<file path="src/afc_pkg.sv">
package afc_pkg;
  // ------------------------------------------------------------
  // record layout and access
  // ------------------------------------------------------------
  localparam logic [15:0] REC_BASE_ADDR = 16'h05e0;
  localparam int REC_BYTES = 8;
  localparam logic [2:0] REC_LAST_IDX = 3'h7;
  localparam logic [15:0] CAUSE_RESET = 16'h0000;
  localparam logic [15:0] PARAM_RESET = 16'h0000;
  localparam logic [15:0] ADDR_RESET = 16'h0000;
  // ------------------------------------------------------------
  // cause bit positions
  // ------------------------------------------------------------
  localparam int CB_HOST_PARITY = 0;
  localparam int CB_DMA_RD_ABORT = 1;
  localparam int CB_DMA_WR_ABORT = 2;
  localparam int CB_ILLEGAL_OP = 3;
  localparam int CB_BUS_PAR_LO = 4;
  localparam int CB_BUS_PAR_HI = 9;
  localparam int CB_PROC_BUS_PAR = 4;
  localparam int BUS_PAR_SRCS = 6;
  // ------------------------------------------------------------
  // dma abort reason codes (parameter word 0)
  // ------------------------------------------------------------
  localparam logic [15:0] ABORT_TIMEOUT = 16'h0000;
  localparam logic [15:0] ABORT_PARITY = 16'h0001;
  localparam logic [15:0] ABORT_BUS_ERR = 16'h0002;
  // ------------------------------------------------------------
  // dma watchdog: 10 s at 125 MHz
  // ------------------------------------------------------------
  localparam longint DMA_TIMEOUT_MS = 10000;
  localparam longint CLK_KHZ = 125000;
  localparam longint DMA_TIMEOUT_CYC = DMA_TIMEOUT_MS * CLK_KHZ;
  localparam int LIMIT_W = 8;
  localparam int TMO_W = 32;

  typedef enum logic [1:0] {
    AFC_RUN,
    AFC_CHECKED
  } afc_state_e;
endpackage

</file>
<file path="src/afc_dma_abort.sv">
`timescale 1ns/100ps
`default_nettype none
// watches one dma channel and decides when it must be abandoned
module afc_dma_abort #(
  parameter logic [afc_pkg::TMO_W-1:0] TIMEOUT_CYC = afc_pkg::TMO_W'(afc_pkg::DMA_TIMEOUT_CYC)
) (
  // clock and reset
  input wire logic clk_i,
  input wire logic rst_n_i,
  // dma channel events
  input wire logic xfer_start_i,
  input wire logic xfer_done_i,
  input wire logic par_err_i,
  input wire logic bus_err_i,
  input wire logic [31:0] sys_addr_i,
  // limits programmed at initialization
  input wire logic [afc_pkg::LIMIT_W-1:0] par_limit_i,
  input wire logic [afc_pkg::LIMIT_W-1:0] bus_limit_i,
  // abort report
  output logic abort_o,
  output logic [15:0] reason_o,
  output logic [31:0] addr_o
);
  logic busy_r, busy_nxt;
  logic [afc_pkg::LIMIT_W-1:0] par_cnt_r, par_cnt_nxt, bus_cnt_r, bus_cnt_nxt;
  logic [afc_pkg::TMO_W-1:0] tmo_r, tmo_nxt;

  // counts saturate so a long burst of errors cannot wrap below the limit
  always_comb begin
    busy_nxt = busy_r;
    par_cnt_nxt = par_cnt_r;
    bus_cnt_nxt = bus_cnt_r;
    tmo_nxt = tmo_r;
    abort_o = 1'b0;
    reason_o = afc_pkg::ABORT_TIMEOUT;
    addr_o = sys_addr_i;
    if (xfer_start_i) begin
      busy_nxt = 1'b1;
      tmo_nxt = '0;
      // error counts belong to one transfer, so clean transfers never add up
      par_cnt_nxt = '0;
      bus_cnt_nxt = '0;
    end else if (busy_r) begin
      tmo_nxt = tmo_r + 1'b1;
      if (par_err_i && par_cnt_r != '1) begin
        par_cnt_nxt = par_cnt_r + 1'b1;
      end
      if (bus_err_i && bus_cnt_r != '1) begin
        bus_cnt_nxt = bus_cnt_r + 1'b1;
      end
      if (par_cnt_nxt > par_limit_i) begin
        abort_o = 1'b1;
        reason_o = afc_pkg::ABORT_PARITY;
      end else if (bus_cnt_nxt > bus_limit_i) begin
        abort_o = 1'b1;
        reason_o = afc_pkg::ABORT_BUS_ERR;
      end else if (tmo_r >= TIMEOUT_CYC - 1'b1) begin
        abort_o = 1'b1;
        reason_o = afc_pkg::ABORT_TIMEOUT;
      end
      if (xfer_done_i || abort_o) begin
        busy_nxt = 1'b0;
      end
    end
  end

  always_ff @(posedge clk_i or negedge rst_n_i) begin
    if (!rst_n_i) begin
      busy_r <= 1'b0;
      par_cnt_r <= '0;
      bus_cnt_r <= '0;
      tmo_r <= '0;
    end else begin
      busy_r <= busy_nxt;
      par_cnt_r <= par_cnt_nxt;
      bus_cnt_r <= bus_cnt_nxt;
      tmo_r <= tmo_nxt;
    end
  end
endmodule
`default_nettype wire

</file>
<file path="src/afc_rec_port.sv">
`timescale 1ns/100ps
`default_nettype none
// host access port: address register plus auto-incrementing byte data register
module afc_rec_port (
  // clock and reset
  input wire logic clk_i,
  input wire logic rst_n_i,
  // host side
  input wire logic addr_wr_i,
  input wire logic [15:0] addr_wdata_i,
  input wire logic data_rd_i,
  // record contents, byte 0 first
  input wire logic [63:0] record_i,
  // outputs
  output logic [15:0] addr_o,
  output logic [7:0] rdata_o
);
  logic [15:0] addr_r, addr_nxt;
  logic [7:0] rdata_r, rdata_nxt;
  logic [15:0] offs;

  function automatic logic [7:0] rec_byte(input logic [63:0] rec, input logic [2:0] idx);
    rec_byte = rec[8*idx +: 8];
  endfunction

  always_comb begin
    addr_nxt = addr_r;
    rdata_nxt = rdata_r;
    offs = addr_r - afc_pkg::REC_BASE_ADDR;
    if (addr_wr_i) begin
      addr_nxt = addr_wdata_i;
    end else if (data_rd_i) begin
      // outside the record the port reads as zero
      if (offs < 16'(afc_pkg::REC_BYTES)) begin
        rdata_nxt = rec_byte(record_i, offs[2:0]);
      end else begin
        rdata_nxt = 8'h00;
      end
      addr_nxt = addr_r + 16'h0001;
    end
  end

  always_ff @(posedge clk_i or negedge rst_n_i) begin
    if (!rst_n_i) begin
      addr_r <= afc_pkg::ADDR_RESET;
      rdata_r <= 8'h00;
    end else begin
      addr_r <= addr_nxt;
      rdata_r <= rdata_nxt;
    end
  end

  assign addr_o = addr_r;
  assign rdata_o = rdata_r;
endmodule
`default_nettype wire

</file>
<file path="src/afc_top.sv">
`timescale 1ns/100ps
`default_nettype none
module afc_top #(
  parameter logic [afc_pkg::TMO_W-1:0] DMA_TIMEOUT_CYC =
    afc_pkg::TMO_W'(afc_pkg::DMA_TIMEOUT_CYC)
) (
  // clock and reset
  input wire logic ref_clk_i,
  input wire logic reset_n_i,
  // host direct access port
  input wire logic addr_wr_i,
  input wire logic [15:0] addr_wdata_i,
  input wire logic data_wr_i,
  input wire logic data_par_err_i,
  input wire logic data_rd_i,
  output logic [15:0] host_addr_o,
  output logic [7:0] host_rdata_o,
  // initialization limits
  input wire logic [afc_pkg::LIMIT_W-1:0] par_limit_i,
  input wire logic [afc_pkg::LIMIT_W-1:0] bus_limit_i,
  // dma read channel
  input wire logic rd_start_i,
  input wire logic rd_done_i,
  input wire logic rd_par_err_i,
  input wire logic rd_bus_err_i,
  input wire logic [31:0] rd_addr_i,
  // dma write channel
  input wire logic wr_start_i,
  input wire logic wr_done_i,
  input wire logic wr_par_err_i,
  input wire logic wr_bus_err_i,
  input wire logic [31:0] wr_addr_i,
  // internal processor
  input wire logic illegal_op_i,
  input wire logic [afc_pkg::BUS_PAR_SRCS-1:0] bus_par_err_i,
  input wire logic [15:0] proc_workspace_reg_a_i,
  input wire logic [15:0] proc_workspace_reg_b_i,
  input wire logic [15:0] proc_workspace_reg_c_i,
  // status toward the host and adapter
  output logic check_irq_o,
  output logic closed_o,
  output logic ssb_wr_en_o,
  output logic [15:0] fatal_check_cause_o
);
  // ------------------------------------------------------------
  // reset release
  // ------------------------------------------------------------
  logic rst_s1_r, rst_n_r;

  always_ff @(posedge ref_clk_i or negedge reset_n_i) begin
    if (!reset_n_i) begin
      rst_s1_r <= 1'b0;
      rst_n_r <= 1'b0;
    end else begin
      rst_s1_r <= 1'b1;
      rst_n_r <= rst_s1_r;
    end
  end

  // ------------------------------------------------------------
  // dma watchdogs
  // ------------------------------------------------------------
  logic rd_abort, wr_abort;
  logic [15:0] rd_reason, wr_reason;
  logic [31:0] rd_fail_addr, wr_fail_addr;

  afc_dma_abort #(.TIMEOUT_CYC(DMA_TIMEOUT_CYC)) u_rd_abort (
    .clk_i(ref_clk_i),
    .rst_n_i(rst_n_r),
    .xfer_start_i(rd_start_i),
    .xfer_done_i(rd_done_i),
    .par_err_i(rd_par_err_i),
    .bus_err_i(rd_bus_err_i),
    .sys_addr_i(rd_addr_i),
    .par_limit_i(par_limit_i),
    .bus_limit_i(bus_limit_i),
    .abort_o(rd_abort),
    .reason_o(rd_reason),
    .addr_o(rd_fail_addr)
  );

  afc_dma_abort #(.TIMEOUT_CYC(DMA_TIMEOUT_CYC)) u_wr_abort (
    .clk_i(ref_clk_i),
    .rst_n_i(rst_n_r),
    .xfer_start_i(wr_start_i),
    .xfer_done_i(wr_done_i),
    .par_err_i(wr_par_err_i),
    .bus_err_i(wr_bus_err_i),
    .sys_addr_i(wr_addr_i),
    .par_limit_i(par_limit_i),
    .bus_limit_i(bus_limit_i),
    .abort_o(wr_abort),
    .reason_o(wr_reason),
    .addr_o(wr_fail_addr)
  );

  // ------------------------------------------------------------
  // check capture
  // ------------------------------------------------------------
  afc_pkg::afc_state_e state_r, state_nxt;
  logic [15:0] cause_r, cause_nxt;
  logic [15:0] p0_r, p0_nxt, p1_r, p1_nxt, p2_r, p2_nxt;
  logic irq_r, irq_nxt;
  // closed has its own flop so the pin is never a decode of the state
  logic closed_r, closed_nxt;
  logic [15:0] new_cause;
  logic any_fault;

  // only faults in the first faulting cycle of a check are reported; later faults cannot
  // overwrite the parameters the host is about to read
  always_comb begin
    new_cause = '0;
    new_cause[afc_pkg::CB_HOST_PARITY] = data_wr_i && data_par_err_i;
    new_cause[afc_pkg::CB_DMA_RD_ABORT] = rd_abort;
    new_cause[afc_pkg::CB_DMA_WR_ABORT] = wr_abort;
    new_cause[afc_pkg::CB_ILLEGAL_OP] = illegal_op_i;
    new_cause[afc_pkg::CB_BUS_PAR_HI:afc_pkg::CB_BUS_PAR_LO] = bus_par_err_i;
    any_fault = |new_cause;
    state_nxt = state_r;
    cause_nxt = cause_r;
    p0_nxt = p0_r;
    p1_nxt = p1_r;
    p2_nxt = p2_r;
    irq_nxt = irq_r;
    closed_nxt = closed_r;
    unique case (state_r)
      afc_pkg::AFC_RUN: begin
        if (any_fault) begin
          state_nxt = afc_pkg::AFC_CHECKED;
          cause_nxt = new_cause;
          irq_nxt = 1'b1;
          closed_nxt = 1'b1;
          if (new_cause[afc_pkg::CB_DMA_RD_ABORT]) begin
            p0_nxt = rd_reason;
            p1_nxt = rd_fail_addr[31:16];
            p2_nxt = rd_fail_addr[15:0];
          end else if (new_cause[afc_pkg::CB_DMA_WR_ABORT]) begin
            p0_nxt = wr_reason;
            p1_nxt = wr_fail_addr[31:16];
            p2_nxt = wr_fail_addr[15:0];
          end else if (new_cause[afc_pkg::CB_BUS_PAR_HI:afc_pkg::CB_ILLEGAL_OP] != '0) begin
            p0_nxt = proc_workspace_reg_a_i;
            p1_nxt = proc_workspace_reg_b_i;
            p2_nxt = proc_workspace_reg_c_i;
          end else begin
            p0_nxt = afc_pkg::PARAM_RESET;
            p1_nxt = afc_pkg::PARAM_RESET;
            p2_nxt = afc_pkg::PARAM_RESET;
          end
        end
      end
      afc_pkg::AFC_CHECKED: begin
        state_nxt = afc_pkg::AFC_CHECKED;
      end
    endcase
  end

  always_ff @(posedge ref_clk_i or negedge rst_n_r) begin
    if (!rst_n_r) begin
      state_r <= afc_pkg::AFC_RUN;
      cause_r <= afc_pkg::CAUSE_RESET;
      p0_r <= afc_pkg::PARAM_RESET;
      p1_r <= afc_pkg::PARAM_RESET;
      p2_r <= afc_pkg::PARAM_RESET;
      irq_r <= 1'b0;
      closed_r <= 1'b0;
    end else begin
      state_r <= state_nxt;
      cause_r <= cause_nxt;
      p0_r <= p0_nxt;
      p1_r <= p1_nxt;
      p2_r <= p2_nxt;
      irq_r <= irq_nxt;
      closed_r <= closed_nxt;
    end
  end

  // ------------------------------------------------------------
  // host record port
  // ------------------------------------------------------------
  // record bytes: cause, p0, p1, p2 words, high byte first
  logic [63:0] record;
  logic [15:0] port_addr;
  logic [7:0] port_rdata;
  logic [15:0] hold_addr_r;
  logic [7:0] hold_rdata_r;

  assign record = {p2_r[7:0], p2_r[15:8], p1_r[7:0], p1_r[15:8],
                   p0_r[7:0], p0_r[15:8], cause_r[7:0], cause_r[15:8]};

  afc_rec_port u_port (
    .clk_i(ref_clk_i),
    .rst_n_i(rst_n_r),
    .addr_wr_i(addr_wr_i),
    .addr_wdata_i(addr_wdata_i),
    .data_rd_i(data_rd_i),
    .record_i(record),
    .addr_o(port_addr),
    .rdata_o(port_rdata)
  );

  // retimed so every top output except the constant ssb_wr_en_o leaves a local flip-flop
  always_ff @(posedge ref_clk_i or negedge rst_n_r) begin
    if (!rst_n_r) begin
      hold_addr_r <= afc_pkg::ADDR_RESET;
      hold_rdata_r <= 8'h00;
    end else begin
      hold_addr_r <= port_addr;
      hold_rdata_r <= port_rdata;
    end
  end

  assign host_addr_o = hold_addr_r;
  assign host_rdata_o = hold_rdata_r;
  assign check_irq_o = irq_r;
  assign closed_o = closed_r;
  // status block writes are never granted by this unit
  assign ssb_wr_en_o = 1'b0;
  assign fatal_check_cause_o = cause_r;

  // ------------------------------------------------------------
  // checks
  // ------------------------------------------------------------
  chk_irq_on_fault: assert property (@(posedge ref_clk_i) disable iff (!rst_n_r)
    (state_r == afc_pkg::AFC_RUN && any_fault) |=> check_irq_o && closed_o)
    else $error("fault did not raise check");
  chk_ssb_untouched: assert property (@(posedge ref_clk_i) disable iff (!rst_n_r)
    $rose(check_irq_o) |-> !ssb_wr_en_o)
    else $error("status block written on check");
  chk_stays_closed: assert property (@(posedge ref_clk_i) disable iff (!rst_n_r)
    closed_o |=> closed_o && check_irq_o)
    else $error("left closed state without reset");
  chk_addr_incr: assert property (@(posedge ref_clk_i) disable iff (!rst_n_r)
    (data_rd_i && !addr_wr_i) |=> ##1 host_addr_o == $past(host_addr_o) + 16'h0001)
    else $error("address did not advance");
  chk_cause_sticky: assert property (@(posedge ref_clk_i) disable iff (!rst_n_r)
    closed_o |=> $stable(fatal_check_cause_o))
    else $error("cause changed after check");
  chk_host_parity: assert property (@(posedge ref_clk_i) disable iff (!rst_n_r)
    (!closed_o && data_wr_i && data_par_err_i) |=> fatal_check_cause_o[0])
    else $error("host parity not reported");
  chk_rd_reason: assert property (@(posedge ref_clk_i) disable iff (!rst_n_r)
    (!closed_o && rd_abort) |=> fatal_check_cause_o[1] && p0_r == $past(rd_reason)
      && {p1_r, p2_r} == $past(rd_fail_addr))
    else $error("read abort record wrong");
  chk_wr_cause: assert property (@(posedge ref_clk_i) disable iff (!rst_n_r)
    (!closed_o && wr_abort) |=> fatal_check_cause_o[2])
    else $error("write abort not reported");
  chk_illegal_op: assert property (@(posedge ref_clk_i) disable iff (!rst_n_r)
    (!closed_o && illegal_op_i && !rd_abort && !wr_abort) |=> fatal_check_cause_o[3]
      && p0_r == $past(proc_workspace_reg_a_i))
    else $error("illegal opcode record wrong");
  chk_proc_parity: assert property (@(posedge ref_clk_i) disable iff (!rst_n_r)
    (!closed_o && bus_par_err_i[0]) |=> fatal_check_cause_o[4])
    else $error("processor parity not in bit 4");
  chk_wr_record: assert property (@(posedge ref_clk_i) disable iff (!rst_n_r)
    (!closed_o && wr_abort && !rd_abort) |=> p0_r == $past(wr_reason)
      && {p1_r, p2_r} == $past(wr_fail_addr))
    else $error("write abort record wrong");
  chk_illegal_params: assert property (@(posedge ref_clk_i) disable iff (!rst_n_r)
    (!closed_o && illegal_op_i && !rd_abort && !wr_abort)
      |=> p1_r == $past(proc_workspace_reg_b_i) && p2_r == $past(proc_workspace_reg_c_i))
    else $error("illegal opcode parameters wrong");
  chk_bus_par_src: assert property (@(posedge ref_clk_i) disable iff (!rst_n_r)
    (!closed_o && bus_par_err_i != '0 && !rd_abort && !wr_abort)
      |=> fatal_check_cause_o[afc_pkg::CB_BUS_PAR_HI:afc_pkg::CB_BUS_PAR_LO] == $past(bus_par_err_i)
      && p0_r == $past(proc_workspace_reg_a_i))
    else $error("internal parity record wrong");
  chk_host_par_params: assert property (@(posedge ref_clk_i) disable iff (!rst_n_r)
    (!closed_o && data_wr_i && data_par_err_i && !rd_abort && !wr_abort && !illegal_op_i
      && bus_par_err_i == '0) |=> {p0_r, p1_r, p2_r} == '0)
    else $error("host parity parameters not zero");
  chk_no_false_check: assert property (@(posedge ref_clk_i) disable iff (!rst_n_r)
    (!closed_o && !any_fault) |=> !check_irq_o && !closed_o)
    else $error("check raised without a fault");
  // ------------------------------------------------------------
  // record port checks
  // ------------------------------------------------------------
  chk_addr_load: assert property (@(posedge ref_clk_i) disable iff (!rst_n_r)
    addr_wr_i |=> ##1 host_addr_o == $past(addr_wdata_i, 2))
    else $error("address register not loaded");
  chk_first_byte: assert property (@(posedge ref_clk_i) disable iff (!rst_n_r)
    (closed_o && data_rd_i && !addr_wr_i && port_addr == afc_pkg::REC_BASE_ADDR)
      |=> ##1 host_rdata_o == cause_r[15:8])
    else $error("record does not open with cause high byte");
endmodule
`default_nettype wire

</file>
<file path="config.mk">
export PLATFORM = sky130hd
export DESIGN_NAME = afc_top
export DESIGN_NICKNAME = d
export VERILOG_FILES = /design/src/afc_pkg.sv /design/src/afc_dma_abort.sv /design/src/afc_rec_port.sv /design/src/afc_top.sv
export SDC_FILE = /design/constraint.sdc
export NUM_CORES = 1
export LEC_CHECK = 0
export BUFFER_PORTS_ARGS = -buffer_cell sky130_fd_sc_hd__buf_2
export CAP_MARGIN = 20
export CELL_PAD_IN_SITES_DETAIL_PLACEMENT = 1
export CELL_PAD_IN_SITES_GLOBAL_PLACEMENT = 2
export CORE_MARGIN = 1.5
export CORE_UTILIZATION = 38
export CTS_CLUSTER_SIZE = 10
export DETAILED_ROUTE_END_ITERATION = 16
export PLACE_DENSITY = 0.83
export SLEW_MARGIN = 25
export SYNTH_ARGS = -nofsm -noshare
export SYNTH_HDL_FRONTEND = slang
export SYNTH_HIERARCHICAL = 1
export SYNTH_SLANG_ARGS = --single-unit
export TNS_END_PERCENT = 20
</file>
<file path="constraint.sdc">
create_clock -name ref_clk_i -period 12.55 [get_ports ref_clk_i]
set_input_delay 1.8825 -clock ref_clk_i [delete_from_list [all_inputs] [get_ports ref_clk_i]]
set_output_delay 1.8825 -clock ref_clk_i [all_outputs]
set_load 0.01 [all_outputs]
</file>
* Yosys cells after proc, flatten, opt, wreduce, memory -nomap -nowiden
Cells that the tools add are included.
** Word-level totals
- Output and inout port bits :: 43
- Input bits :: 165
- Register bits after elaboration :: 209
** Cells by class
- Order comparisons :: 7
- Shifts and indexed selects :: 1
- Reductions and logical operators :: 15
- Bitwise logic cells :: 1
- Add/subtract/negate cells :: 8
- Muxes and demuxes :: 66
- Equality and inequality tests :: 6
** Operators with widths (number)
- 2-to-1 mux 16 bit :: 17
- 2-to-1 mux 8 bit :: 21
- 2-to-1 mux 32 bit :: 4
- adder 32 x 1 -> 32 bit (second input constant) :: 2
- >= comparator 32 x 31 -> 1 bit (second input constant) :: 2
- indexed part select 64 x 7 -> 8 bit :: 1
- adder 8 x 1 -> 8 bit (second input constant) :: 4
- greater-than comparator 8 bit :: 4
- inequality test 8 bit (second input constant) :: 4
- 2-to-1 mux 1 bit :: 20
- adder 16 x 1 -> 16 bit (second input constant) :: 1
- less-than comparator 16 x 4 -> 1 bit (second input constant) :: 1
- subtractor 16 x 11 -> 16 bit (second input constant) :: 1
- OR reduction 10 bit :: 1
- nonzero test 7 bit :: 1
- 2-to-1 mux 2 bit :: 3
- nonzero test 2 bit :: 3
- logical AND 1 bit :: 5
- one-hot mux 2 bit (2 select lines) :: 1
- AND reduction 2 bit :: 2
- equality test 2 x 1 -> 1 bit (second input constant) :: 1
- logical NOT 2 bit :: 1
- logical OR 1 bit :: 2
- inequality test 2 bit (second input constant) :: 1
- inverter 1 bit :: 1

* Longest topological paths before layout
Gate-level depths: netlist of the first run.
- Depth after elaboration :: 15
- Mapped depth :: 18
- Mapped depth without buffers :: 15

* Cells and area by module
Netlist of the first run, hierarchy kept.
** By module, submodules not included
- afc_dma_abort (u_rd_abort) :: cells each 409, times used 1, area an instance 3579.7 µm², sequential area each 1226.2 µm²
- afc_dma_abort (u_wr_abort) :: cells each 393, times used 1, area an instance 3498.4 µm², sequential area each 1226.2 µm²
- afc_top :: cells each 292, times used 1, area an instance 3425.8 µm², sequential area each 2152.1 µm²
- afc_rec_port :: cells each 186, times used 1, area an instance 1815.5 µm², sequential area each 600.6 µm²

* Worst setup path after synthesis of the first run
No wires, ideal clock.
- Path kind :: in2reg
- Start :: input wr_bus_err_i
- End :: register p0_r[0]
- Stages :: 14
- Slack :: 7.819 ns
- Arrival time :: 4.653 ns
- Setup time :: 0.077 ns
- Required time :: 12.473 ns
- Path through :: a21boi_0 mux2_2 ha_1 nor2b_1 o211ai_1 a21oi_1 o22ai_1 a31oi_1 nor2_1 a21boi_1 buf_2 buf_2 a222oi_1 a21oi_1
** Between the ends
- Cells in the longest elaborated chain, start to end :: 13
- Elaborated cells on any way between the ends :: 15
** RTL lines
- start: declaration :: line afc_top.sv:31 : input wire logic wr_bus_err_i,
- logical AND 1 bit (*) :: line afc_dma_abort.sv:48 : if (bus_err_i && bus_cnt_r != '1) begin
- 2-to-1 mux 8 bit (*) :: line afc_dma_abort.sv:48
- 2-to-1 mux 8 bit (*) :: line afc_dma_abort.sv:43 : end else if (busy_r) begin
- 2-to-1 mux 8 bit (*) :: line afc_dma_abort.sv:37 : if (xfer_start_i) begin
- greater-than comparator 8 bit (*) :: line afc_dma_abort.sv:54 : end else if (bus_cnt_nxt > bus_limit_i) begin
- 2-to-1 mux 1 bit (*) :: line afc_dma_abort.sv:54
- 2-to-1 mux 1 bit (*) :: line afc_dma_abort.sv:51 : if (par_cnt_nxt > par_limit_i) begin
- 2-to-1 mux 1 bit (*) :: line afc_dma_abort.sv:43
- 2-to-1 mux 1 bit (*) :: line afc_dma_abort.sv:37
- 2-to-1 mux 1 bit (*) :: line afc_dma_abort.sv:43
- 2-to-1 mux 1 bit (*) :: line afc_dma_abort.sv:37
- via new_cause[2] :: line afc_top.sv:106 : logic [15:0] new_cause;
- OR reduction 10 bit / 2-to-1 mux 16 bit (equally long branches) :: line afc_top.sv:118, afc_top.sv:137
- AND reduction 2 bit (no source line) / 2-to-1 mux 16 bit (equally long branches)
- end signal: assignment :: line afc_top.sv:162 : p0_r <= afc_pkg::PARAM_RESET;
- end signal: assignment :: line afc_top.sv:170 : p0_r <= p0_nxt;
- end: declaration :: line afc_top.sv:102 : logic [15:0] p0_r, p0_nxt, p1_r, p1_nxt, p2_r, p2_nxt;
Mark *: on every way through the listed nets, which the timed path passes. The rest lies on a longest branch. The select of a mux whose other input is x is not followed.
A chain may end at the register's enable or synchronous reset.

* Final worst setup path of the first run
- Start :: input rd_bus_err_i
- End :: register cause_r[8] (netlist: fatal_check_cause_o[8])
** Between the ends
- Cells in the longest elaborated chain, start to end :: 13
** RTL lines
- start: declaration :: line afc_top.sv:25 : input wire logic rd_bus_err_i,
- logical AND 1 bit :: line afc_dma_abort.sv:48
- 2-to-1 mux 8 bit :: line afc_dma_abort.sv:48
- 2-to-1 mux 8 bit :: line afc_dma_abort.sv:43
- 2-to-1 mux 8 bit :: line afc_dma_abort.sv:37
- greater-than comparator 8 bit :: line afc_dma_abort.sv:54
- 2-to-1 mux 1 bit :: line afc_dma_abort.sv:54
- 2-to-1 mux 1 bit :: line afc_dma_abort.sv:51
- 2-to-1 mux 1 bit :: line afc_dma_abort.sv:43
- 2-to-1 mux 1 bit :: line afc_dma_abort.sv:37
- 2-to-1 mux 1 bit :: line afc_dma_abort.sv:43
- 2-to-1 mux 1 bit :: line afc_dma_abort.sv:37
- via new_cause[1] :: line afc_top.sv:106
- OR reduction 10 bit :: line afc_top.sv:118 : any_fault = |new_cause;
- AND reduction 2 bit (no source line)
- end signal: assignment :: line afc_top.sv:161 : cause_r <= afc_pkg::CAUSE_RESET;
- end signal: assignment :: line afc_top.sv:169 : cause_r <= cause_nxt;
- end: declaration :: line afc_top.sv:101 : logic [15:0] cause_r, cause_nxt;
The timed path passes the listed nets, and every way through them passes these cells. The select of a mux whose other input is x is not followed.

==> results of run 1 <==
## registers in the layout, indices dropped and copies added (netlist names), 8 cells and up
| register | count |
|---|---|
| p0_r | 16 |
| p2_r | 16 |
| u_port/addr_o | 16 |
| host_addr_o | 16 |
| u_wr_abort/par_cnt_r | 8 |
| u_wr_abort/tmo_r | 32 |
| host_rdata_o | 8 |
| u_port/rdata_o | 8 |
| fatal_check_cause_o | 10 |
| u_rd_abort/bus_cnt_r | 8 |
| u_wr_abort/bus_cnt_r | 8 |
| u_rd_abort/par_cnt_r | 8 |
| p1_r | 16 |
| u_rd_abort/tmo_r | 32 |
## cells by family after synthesis
family                   synth area share (%)
AO/OA/AOI/OAI                           12.31
XOR/XNOR                                8.176
adder cells (fa/ha/maj)                 4.063
buffers and inverters                   9.791
flip-flops                              42.25
multiplexers                            4.794
other                                  0.1218
AND/OR/NAND/NOR                         18.50
## stage by stage
step | hold WS, ns | setup WS [ns] | instance area, um2 | power [mW] | instances
6_report | 0.3480 | 6.523 | 13790 | 1.554 | 1801
4_1_cts | 0.3493 | 6.336 | 13770 | 1.581 | 1798
3_5_place_dp | 0.3465 | 5.796 | 13060 | 0.9177 | 1762
3_3_place_gp | 0.3391 | 5.949 | 13030 | 0.9116 | 1761
2_1_floorplan | 0.3312 | 6.325 | 12460 | 0.8656 | 1318
5_1_grt | 0.3568 | 6.169 | 13790 | 1.628 | 1801
## where the power goes
group          internal, mW  switching (mW)  leakage (nW)
combinational        0.0805          0.0907          3.25
sequential            0.698          0.0357          2.68
clock                 0.379           0.270         0.348
total                  1.16           0.397          6.28
## how the worst min path moves through the flow
stage / from / endpoint / depth (start not counted)
after floorplan: rst_s1_r$_DFF_PN0_ / rst_n_r$_DFF_PN0_ / 0
after global placement: rst_s1_r$_DFF_PN0_ / rst_n_r$_DFF_PN0_ / 0
after detailed placement: rst_s1_r$_DFF_PN0_ / rst_n_r$_DFF_PN0_ / 0
after CTS: rst_s1_r$_DFF_PN0_ / rst_n_r$_DFF_PN0_ / 0
after global routing: rst_s1_r$_DFF_PN0_ / rst_n_r$_DFF_PN0_ / 0
final: rst_s1_r$_DFF_PN0_ / rst_n_r$_DFF_PN0_ / 0
## layout by cell type (no fill, tap or decap), types with 11 or more instances in the layout
master / n
xor2_1: 58
xnor2_1: 57
nor3_1: 20
nor2_1: 162
a21oi_1: 80
nand4_1: 33
o21ai_0: 40
nor4_1: 11
a222oi_1: 47
nand2_1: 86
conb_1: 42
buf_2: 200
ha_1: 40
nand2b_1: 12
nand3_1: 36
dfrtp_1: 207
and3_1: 12
or3_1: 14
inv_1: 40
clkbuf_16: 25
mux4_2: 16
## area by class of cell
| class | instances | share of cell area (%) |
|---|---|---|
| Tap cell | 402 | 3.647 |
| Antenna cell | 2 | 0.03629 |
| Clock buffer | 35 | 5.026 |
| Clock inverter | 1 | 0.1452 |
| Timing Repair Buffer | 209 | 8.038 |
| Sequential cell | 208 | 37.77 |
| Multi-Input combinational cell | 903 | 44.23 |
| Inverter | 41 | 1.116 |
## layer usage
metal	GRT usage [%]	part of all wire, %
met5	0	0
met4	4.033	1.7
met1	26.66	48
met2	31.06	47
met3	2.661	3.9
==> results.py, run 1 <==
metrics = {
    "clock_tree": {
        "h-tree-depth": 1,
        "clkTransAtPathRegs_ns": 0.06,
        "ctsHoldBuffers": 0,
        "cts.sinks": 208,
        "clockRootBuffer": "clkbuf_16",
        "cts_tree": "done",
        "post_cts_resized": 0,
        "cts_max_path_buffers": 3,
        "numCtsBuffers": 25,
        "post_cts_buffers": 0,
        "clkLatencyLatePin_ns": 0.53,
    },
    "sta": {
        "setup_viol": 0,
        "fin_setup_tns_ns": 0,
        "fmax_ghz": 0.1659,
        "post-route-min-period_ns": 6.027,
        "finalCritPeriodShare_pct": 48.02,
        "skew_ns": 0.01534,
        "maxSlewViolCount": 0,
        "finalHoldViolCount": 0,
        "worstMarginPinSlew_ns": 1.034,
        "rsz0062_at_grt": "false",
        "max-slew-margin-rel_pct": 31.10,
    },
    "placement": {
        "hpwlAfterDp_um": 22720,
        "place_congestion": 0.8005,
        "port-buffer-count": 200,
    },
    "worst_setup_path": {
        "crit_path_end": "fatal_check_cause_o[8]$_DFFE_PN0P_",
        "timing.rr.end": "fatal_check_cause_o[8]$_DFFE_PN0P_",
        "crit_type": "in2reg",
        "cp_slowest_cell": "a41oi_4",
        "crit_start": "rd_bus_err_i",
        "slowest_delay_ns": 0.64,
        "worstPathCellList": "buf_2 > o31ai_1 > nor3_1 > nand3_1 > xnor2_1 > ha_1 > nand4_1 > a21oi_1 > o22ai_1 > a41oi_4 > buf_4 > nor2_1 > a41oi_4 > buf_8 > buf_4 > mux2_1",
        "cp.required_ns": 12.96,
        "timing.rr.start": "u_rd_abort/bus_cnt_r[0]$_DFFE_PN0P_",
        "crit_buf_inv": 4,
        "worstPathMaxFanout": 67,
        "r2r_cells": 16,
        "cp-end-kind": "flip-flop",
        "critical_path.startpoint_type": "input pin",
        "arrival_ns": 6.44,
        "cpLargestDelayFamily": "buffers and inverters",
        "crit_cells": 16,
        "rrSetupSlack_ns": 6.89,
    },
    "drt": {
        "viasPerCell": 5.323,
        "drt_wl_total_um": 31650,
        "antenna_left": 0,
        "first_pass_iters": 8,
        "avgRoutedWirePerCell_um": 17.58,
        "drt_iter0_markers": 572,
        "drcViolationCount": 0,
        "vias": 9587,
    },
    "die": {
        "die_h_um": 183.1,
        "initial_core_util_pct": 38.84,
        "dieArea_mm2": 0.03351,
        "core_mm2": 0.03172,
        "pin_count": 208,
        "die_w_um": 183.1,
        "rows": 65,
    },
    "global_routing": {
        "grt_usage_pct": 18.94,
        "antenna_found_initial": 3,
        "grt.overflow.total": 0,
        "grt_pass1_wl_um": 51570,
        "grt_max_degree": 159,
        "grt_pass1_vias": 9773,
    },
    "hold_path": {
        "hold_path_class": "reg2reg",
    },
    "finish": {
        "regArea_mm2": 0.005209,
        "nNetsFinal": 1593,
        "post-route-util_pct": 43.48,
        "multi_input_area_mm2": 0.006100,
        "areaGrowthSynthToFinish_pct": 11.95,
        "final_layout_size_suffix_gt1_share_pct": 20.54,
        "fillers": 3654,
    },
    "power": {
        "p_leak_nw": 6.281,
        "power.density_mw_per_mm2": 112.7,
        "ir_drop_mv": 0.1014,
    },
    "logic_synthesis": {
        "yosysMostFrequentCell": "dfrtp_1",
        "ys_seq_area_share_pct": 42.25,
        "synthCells": 1280,
        "synthTopCellsByArea": "dfrtp_1 (42%), buf_4 (6.3%), nor2_1 (5.0%)",
        "syn_area_mm2": 0.01232,
        "synth_top_area_share_pct": 42.25,
        "synth_edf_count": 0,
        "yosysTopAreaCell": "dfrtp_1",
        "ys_top_cells_by_count": "dfrtp_1 (208), nor2_1 (163), buf_4 (104)",
        "syn_avg_cell_area_um2": 9.624,
        "async_flop_share_pct": 100.0,
        "ys_ff_latch": 208,
        "synth.distinct_cells": 77,
        "yosys_most_used_dff": "dfrtp_1",
        "ys_warn_count": 6,
    },
    "flow_run": {
        "drv_cap": 0,
    },
    "run_status": {
        "run_status": "finished, final reports clean",
    },
}
Note: power is estimated with default switching activity, not from simulation.
==> run 2: changes to the inputs <==
--- a/config.mk
+++ b/config.mk
@@ -5,15 +5,16 @@
 export SDC_FILE = /design/constraint.sdc
 export NUM_CORES = 1
 export LEC_CHECK = 0
+export ABC_AREA = 1
 export BUFFER_PORTS_ARGS = -buffer_cell sky130_fd_sc_hd__buf_2
 export CAP_MARGIN = 20
 export CELL_PAD_IN_SITES_DETAIL_PLACEMENT = 1
 export CELL_PAD_IN_SITES_GLOBAL_PLACEMENT = 2
 export CORE_MARGIN = 1.5
-export CORE_UTILIZATION = 38
+export CORE_UTILIZATION = 33
 export CTS_CLUSTER_SIZE = 10
 export DETAILED_ROUTE_END_ITERATION = 16
-export PLACE_DENSITY = 0.83
+export PLACE_DENSITY = 0.79
 export SLEW_MARGIN = 25
 export SYNTH_ARGS = -nofsm -noshare
 export SYNTH_HDL_FRONTEND = slang
==> constraint.sdc (replaced) <==
create_clock -name ref_clk_i -period 5.7 [get_ports ref_clk_i]
set_input_delay 0.855 -clock ref_clk_i [delete_from_list [all_inputs] [get_ports ref_clk_i]]
set_output_delay 0.855 -clock ref_clk_i [all_outputs]
set_load 0.01 [all_outputs]
==> run 2 against run 1 <==
Compared with the run above:
- critical path depth increased by 5
- non-clock buffer count increased by 3
- sequential power increased by 130%
- count of clock-buffer cells in the layout increased by 11
- hold slack got worse by 0.28 ns
- design area increased by 21%
- setup slack got worse by 5.0 ns
- area after synthesis increased by 21%
- global-route usage increased by 1.3 points
- clock skew decreased by 0.0046 ns
- first-iteration DRC count increased by 10%
- clock power increased to 2.8 times the previous value
- largest power group is now clock
==> results.py, run 2 <==
metrics = {
    "run_status": {
        "run_status": "finished, final reports clean",
    },
    "clock_tree": {
        "cts.sinks": 208,
        "post_cts_buffers": 0,
        "clkLatencyLatePin_ns": 0.56,
        "cts_max_path_buffers": 3,
        "numCtsBuffers": 28,
        "clkTransAtPathRegs_ns": 0.06,
        "h-tree-depth": 1,
        "cts_tree": "done",
        "post_cts_resized": 0,
        "ctsHoldBuffers": 0,
        "clockRootBuffer": "clkbuf_16",
    },
    "die": {
        "die_h_um": 215.7,
        "initial_core_util_pct": 33.60,
        "pin_count": 208,
        "core_mm2": 0.04441,
        "dieArea_mm2": 0.04651,
        "die_w_um": 215.7,
        "rows": 77,
    },
    "global_routing": {
        "grt_max_degree": 116,
        "grt_pass1_wl_um": 76790,
        "grt.overflow.total": 0,
        "antenna_found_initial": 1,
        "grt_usage_pct": 20.21,
        "grt_pass1_vias": 14630,
    },
    "worst_setup_path": {
        "crit_cells": 21,
        "crit_type": "reg2reg",
        "cp_common_cell": "nand2_1",
        "r2r_cells": 21,
        "crit_path_end": "p0_r[5]$_DFFE_PN0P_",
        "timing.rr.start": "u_wr_abort/par_cnt_r[0]$_DFFE_PN0P_",
        "timing.rr.end": "p0_r[5]$_DFFE_PN0P_",
        "crit_start": "u_wr_abort/par_cnt_r[0]$_DFFE_PN0P_",
        "rrSetupSlack_ns": 1.53,
        "cp_slowest_cell": "buf_4",
        "cpLargestDelayFamily": "simple AND/OR/NAND/NOR gates",
        "slowest_delay_ns": 0.73,
        "crit_buf_inv": 3,
        "worstPathMaxFanout": 96,
        "critical_path.startpoint_type": "flip-flop",
        "worstPathCellList": "ha_1 > inv_1 > nor2_2 > nand4_1 > nand2_2 > inv_2 > or2_0 > and2_1 > ha_1 > nand2_1 > nor2_1 > nand2_1 > nand2_1 > a21oi_1 > a21oi_4 > buf_4 > nor2_1 > o21ai_0 > nand2_1 > nand3_1 > nand2_1",
        "cp-end-kind": "flip-flop",
        "arrival_ns": 4.61,
        "cp.required_ns": 6.14,
    },
    "sta": {
        "setup_viol": 0,
        "finalHoldViolCount": 0,
        "post-route-min-period_ns": 4.171,
        "worstMarginPinSlew_ns": 0.9854,
        "maxSlewViolCount": 0,
        "fmax_ghz": 0.2397,
        "fin_setup_tns_ns": 0,
        "max-slew-margin-rel_pct": 34.07,
        "skew_ns": 0.01069,
        "finalCritPeriodShare_pct": 73.18,
        "rsz0062_at_grt": "false",
    },
    "finish": {
        "nNetsFinal": 2487,
        "areaGrowthSynthToFinish_pct": 12.00,
        "final_layout_size_suffix_gt1_share_pct": 16.89,
        "layout_common_cells": "nand2_1 (563), nor2_1 (265), inv_1 (258)",
        "final_common_cell": "nand2_1",
        "fillers": 5732,
        "top_regs": "u_rd_abort/tmo_r: 32 flops, u_wr_abort/tmo_r: 32 flops",
        "regArea_mm2": 0.005209,
        "multi_input_area_mm2": 0.007691,
    },
    "placement": {
        "place_congestion": 0.8489,
        "port-buffer-count": 200,
        "hpwlAfterDp_um": 34570,
    },
    "logic_synthesis": {
        "syn_area_mm2": 0.01492,
        "ys_seq_area_share_pct": 34.88,
        "yosysTopAreaCell": "dfrtp_1",
        "synthTopCellsByArea": "dfrtp_1 (35%), nand2_1 (14%), nor2_1 (6.7%)",
        "synth_top_area_share_pct": 34.88,
        "syn_avg_cell_area_um2": 6.858,
        "yosysMostFrequentCell": "nand2_1",
        "synthCells": 2176,
        "ys_warn_count": 6,
        "synth_edf_count": 0,
        "ys_top_cells_by_count": "nand2_1 (563), nor2_1 (265), inv_1 (258)",
        "ys_ff_latch": 208,
        "async_flop_share_pct": 100.0,
        "synth.distinct_cells": 55,
        "yosys_most_used_dff": "dfrtp_1",
    },
    "drt": {
        "drt_iter0_markers": 632,
        "drt_wl_total_um": 46650,
        "antenna_left": 0,
        "viasPerCell": 4.767,
        "avgRoutedWirePerCell_um": 16.11,
        "drcViolationCount": 0,
        "vias": 13810,
        "first_pass_iters": 4,
    },
    "power": {
        "ir_drop_mv": 0.1936,
        "p_leak_nw": 8.503,
        "total_power_mw": 4.158,
        "power.density_mw_per_mm2": 248.8,
    },
    "flow_run": {
        "drv_cap": 0,
    },
    "hold_path": {
        "hold_path_class": "in2async",
    },
}
-- run 2: changes by cell type after synthesis, moves of 51 or more --
cell     previous run  this run
inv_1              40       258
nand3_1            36       146
xnor2_1            57         6
o21ai_0            40        93
nand2_1            86       563
nor2_1            163       265
-- run 2: final cells by class --
type | count | share of cell area [%]
clock inverters | 5 | 0.2994
diodes | 1 | 0.01497
multi-input cells | 1559 | 46.02
flip-flops and latches | 208 | 31.16
inverters | 273 | 6.146
repair buffers | 212 | 6.603
clock buffers | 46 | 5.323
well taps | 592 | 4.432
-- run 2: power by group --
part / switching, mW / internal (mW)
combinational: 0.465 / 0.256
sequential: 0.0848 / 1.56
clock: 0.689 / 1.10
total: 1.24 / 2.92
-- run 2: layer usage --
| metal | part of all wire, % | up-vias | track usage (%) |
|---|---|---|---|
| met4 | 1.8 | 0 | 3.939 |
| met3 | 2.6 | 45 | 2.255 |
| li1 | - | 6924 | - |
| met5 | 0 | - | 0 |
| met1 | 49 | 6663 | 28.00 |
| met2 | 47 | 174 | 34.00 |
-- run 2: worst min-delay path by stage --
stage	startpoint	to	slack, ns
finish	reset_n_i	rst_n_r$_DFF_PN0_	0.07
global route	reset_n_i	rst_n_r$_DFF_PN0_	0.06
CTS	reset_n_i	rst_n_r$_DFF_PN0_	0.05
detailed placement	rst_n_r$_DFF_PN0_	closed_o$_DFFE_PN0P_	0.27
global placement	rst_n_r$_DFF_PN0_	p0_r[14]$_DFFE_PN0P_	0.26
floorplan	rst_s1_r$_DFF_PN0_	rst_n_r$_DFF_PN0_	0.33
-- run 2: logic make-up after synthesis --
logic type | synth area share, %
compound gates | 10.46
flops | 34.88
fa+ha+maj | 3.354
xor+xnor | 1.702
buf+inv | 14.69
other cells | 0.1006
simple gates | 34.82
-- run 2: through the flow --
stage	cells	area [um2]	setup WS (ns)	util, %	hold slack (ns)
after global placement	2844	15770	1.565	35.51	0.2649
after floorplan	2214	15070	2.276	-	0.3311
after global routing	2896	16710	1.112	37.63	0.05988
after CTS	2895	16710	1.498	37.63	0.04697
after detailed placement	2844	15770	1.506	35.51	0.2731
final	2896	16710	1.529	37.63	0.06966
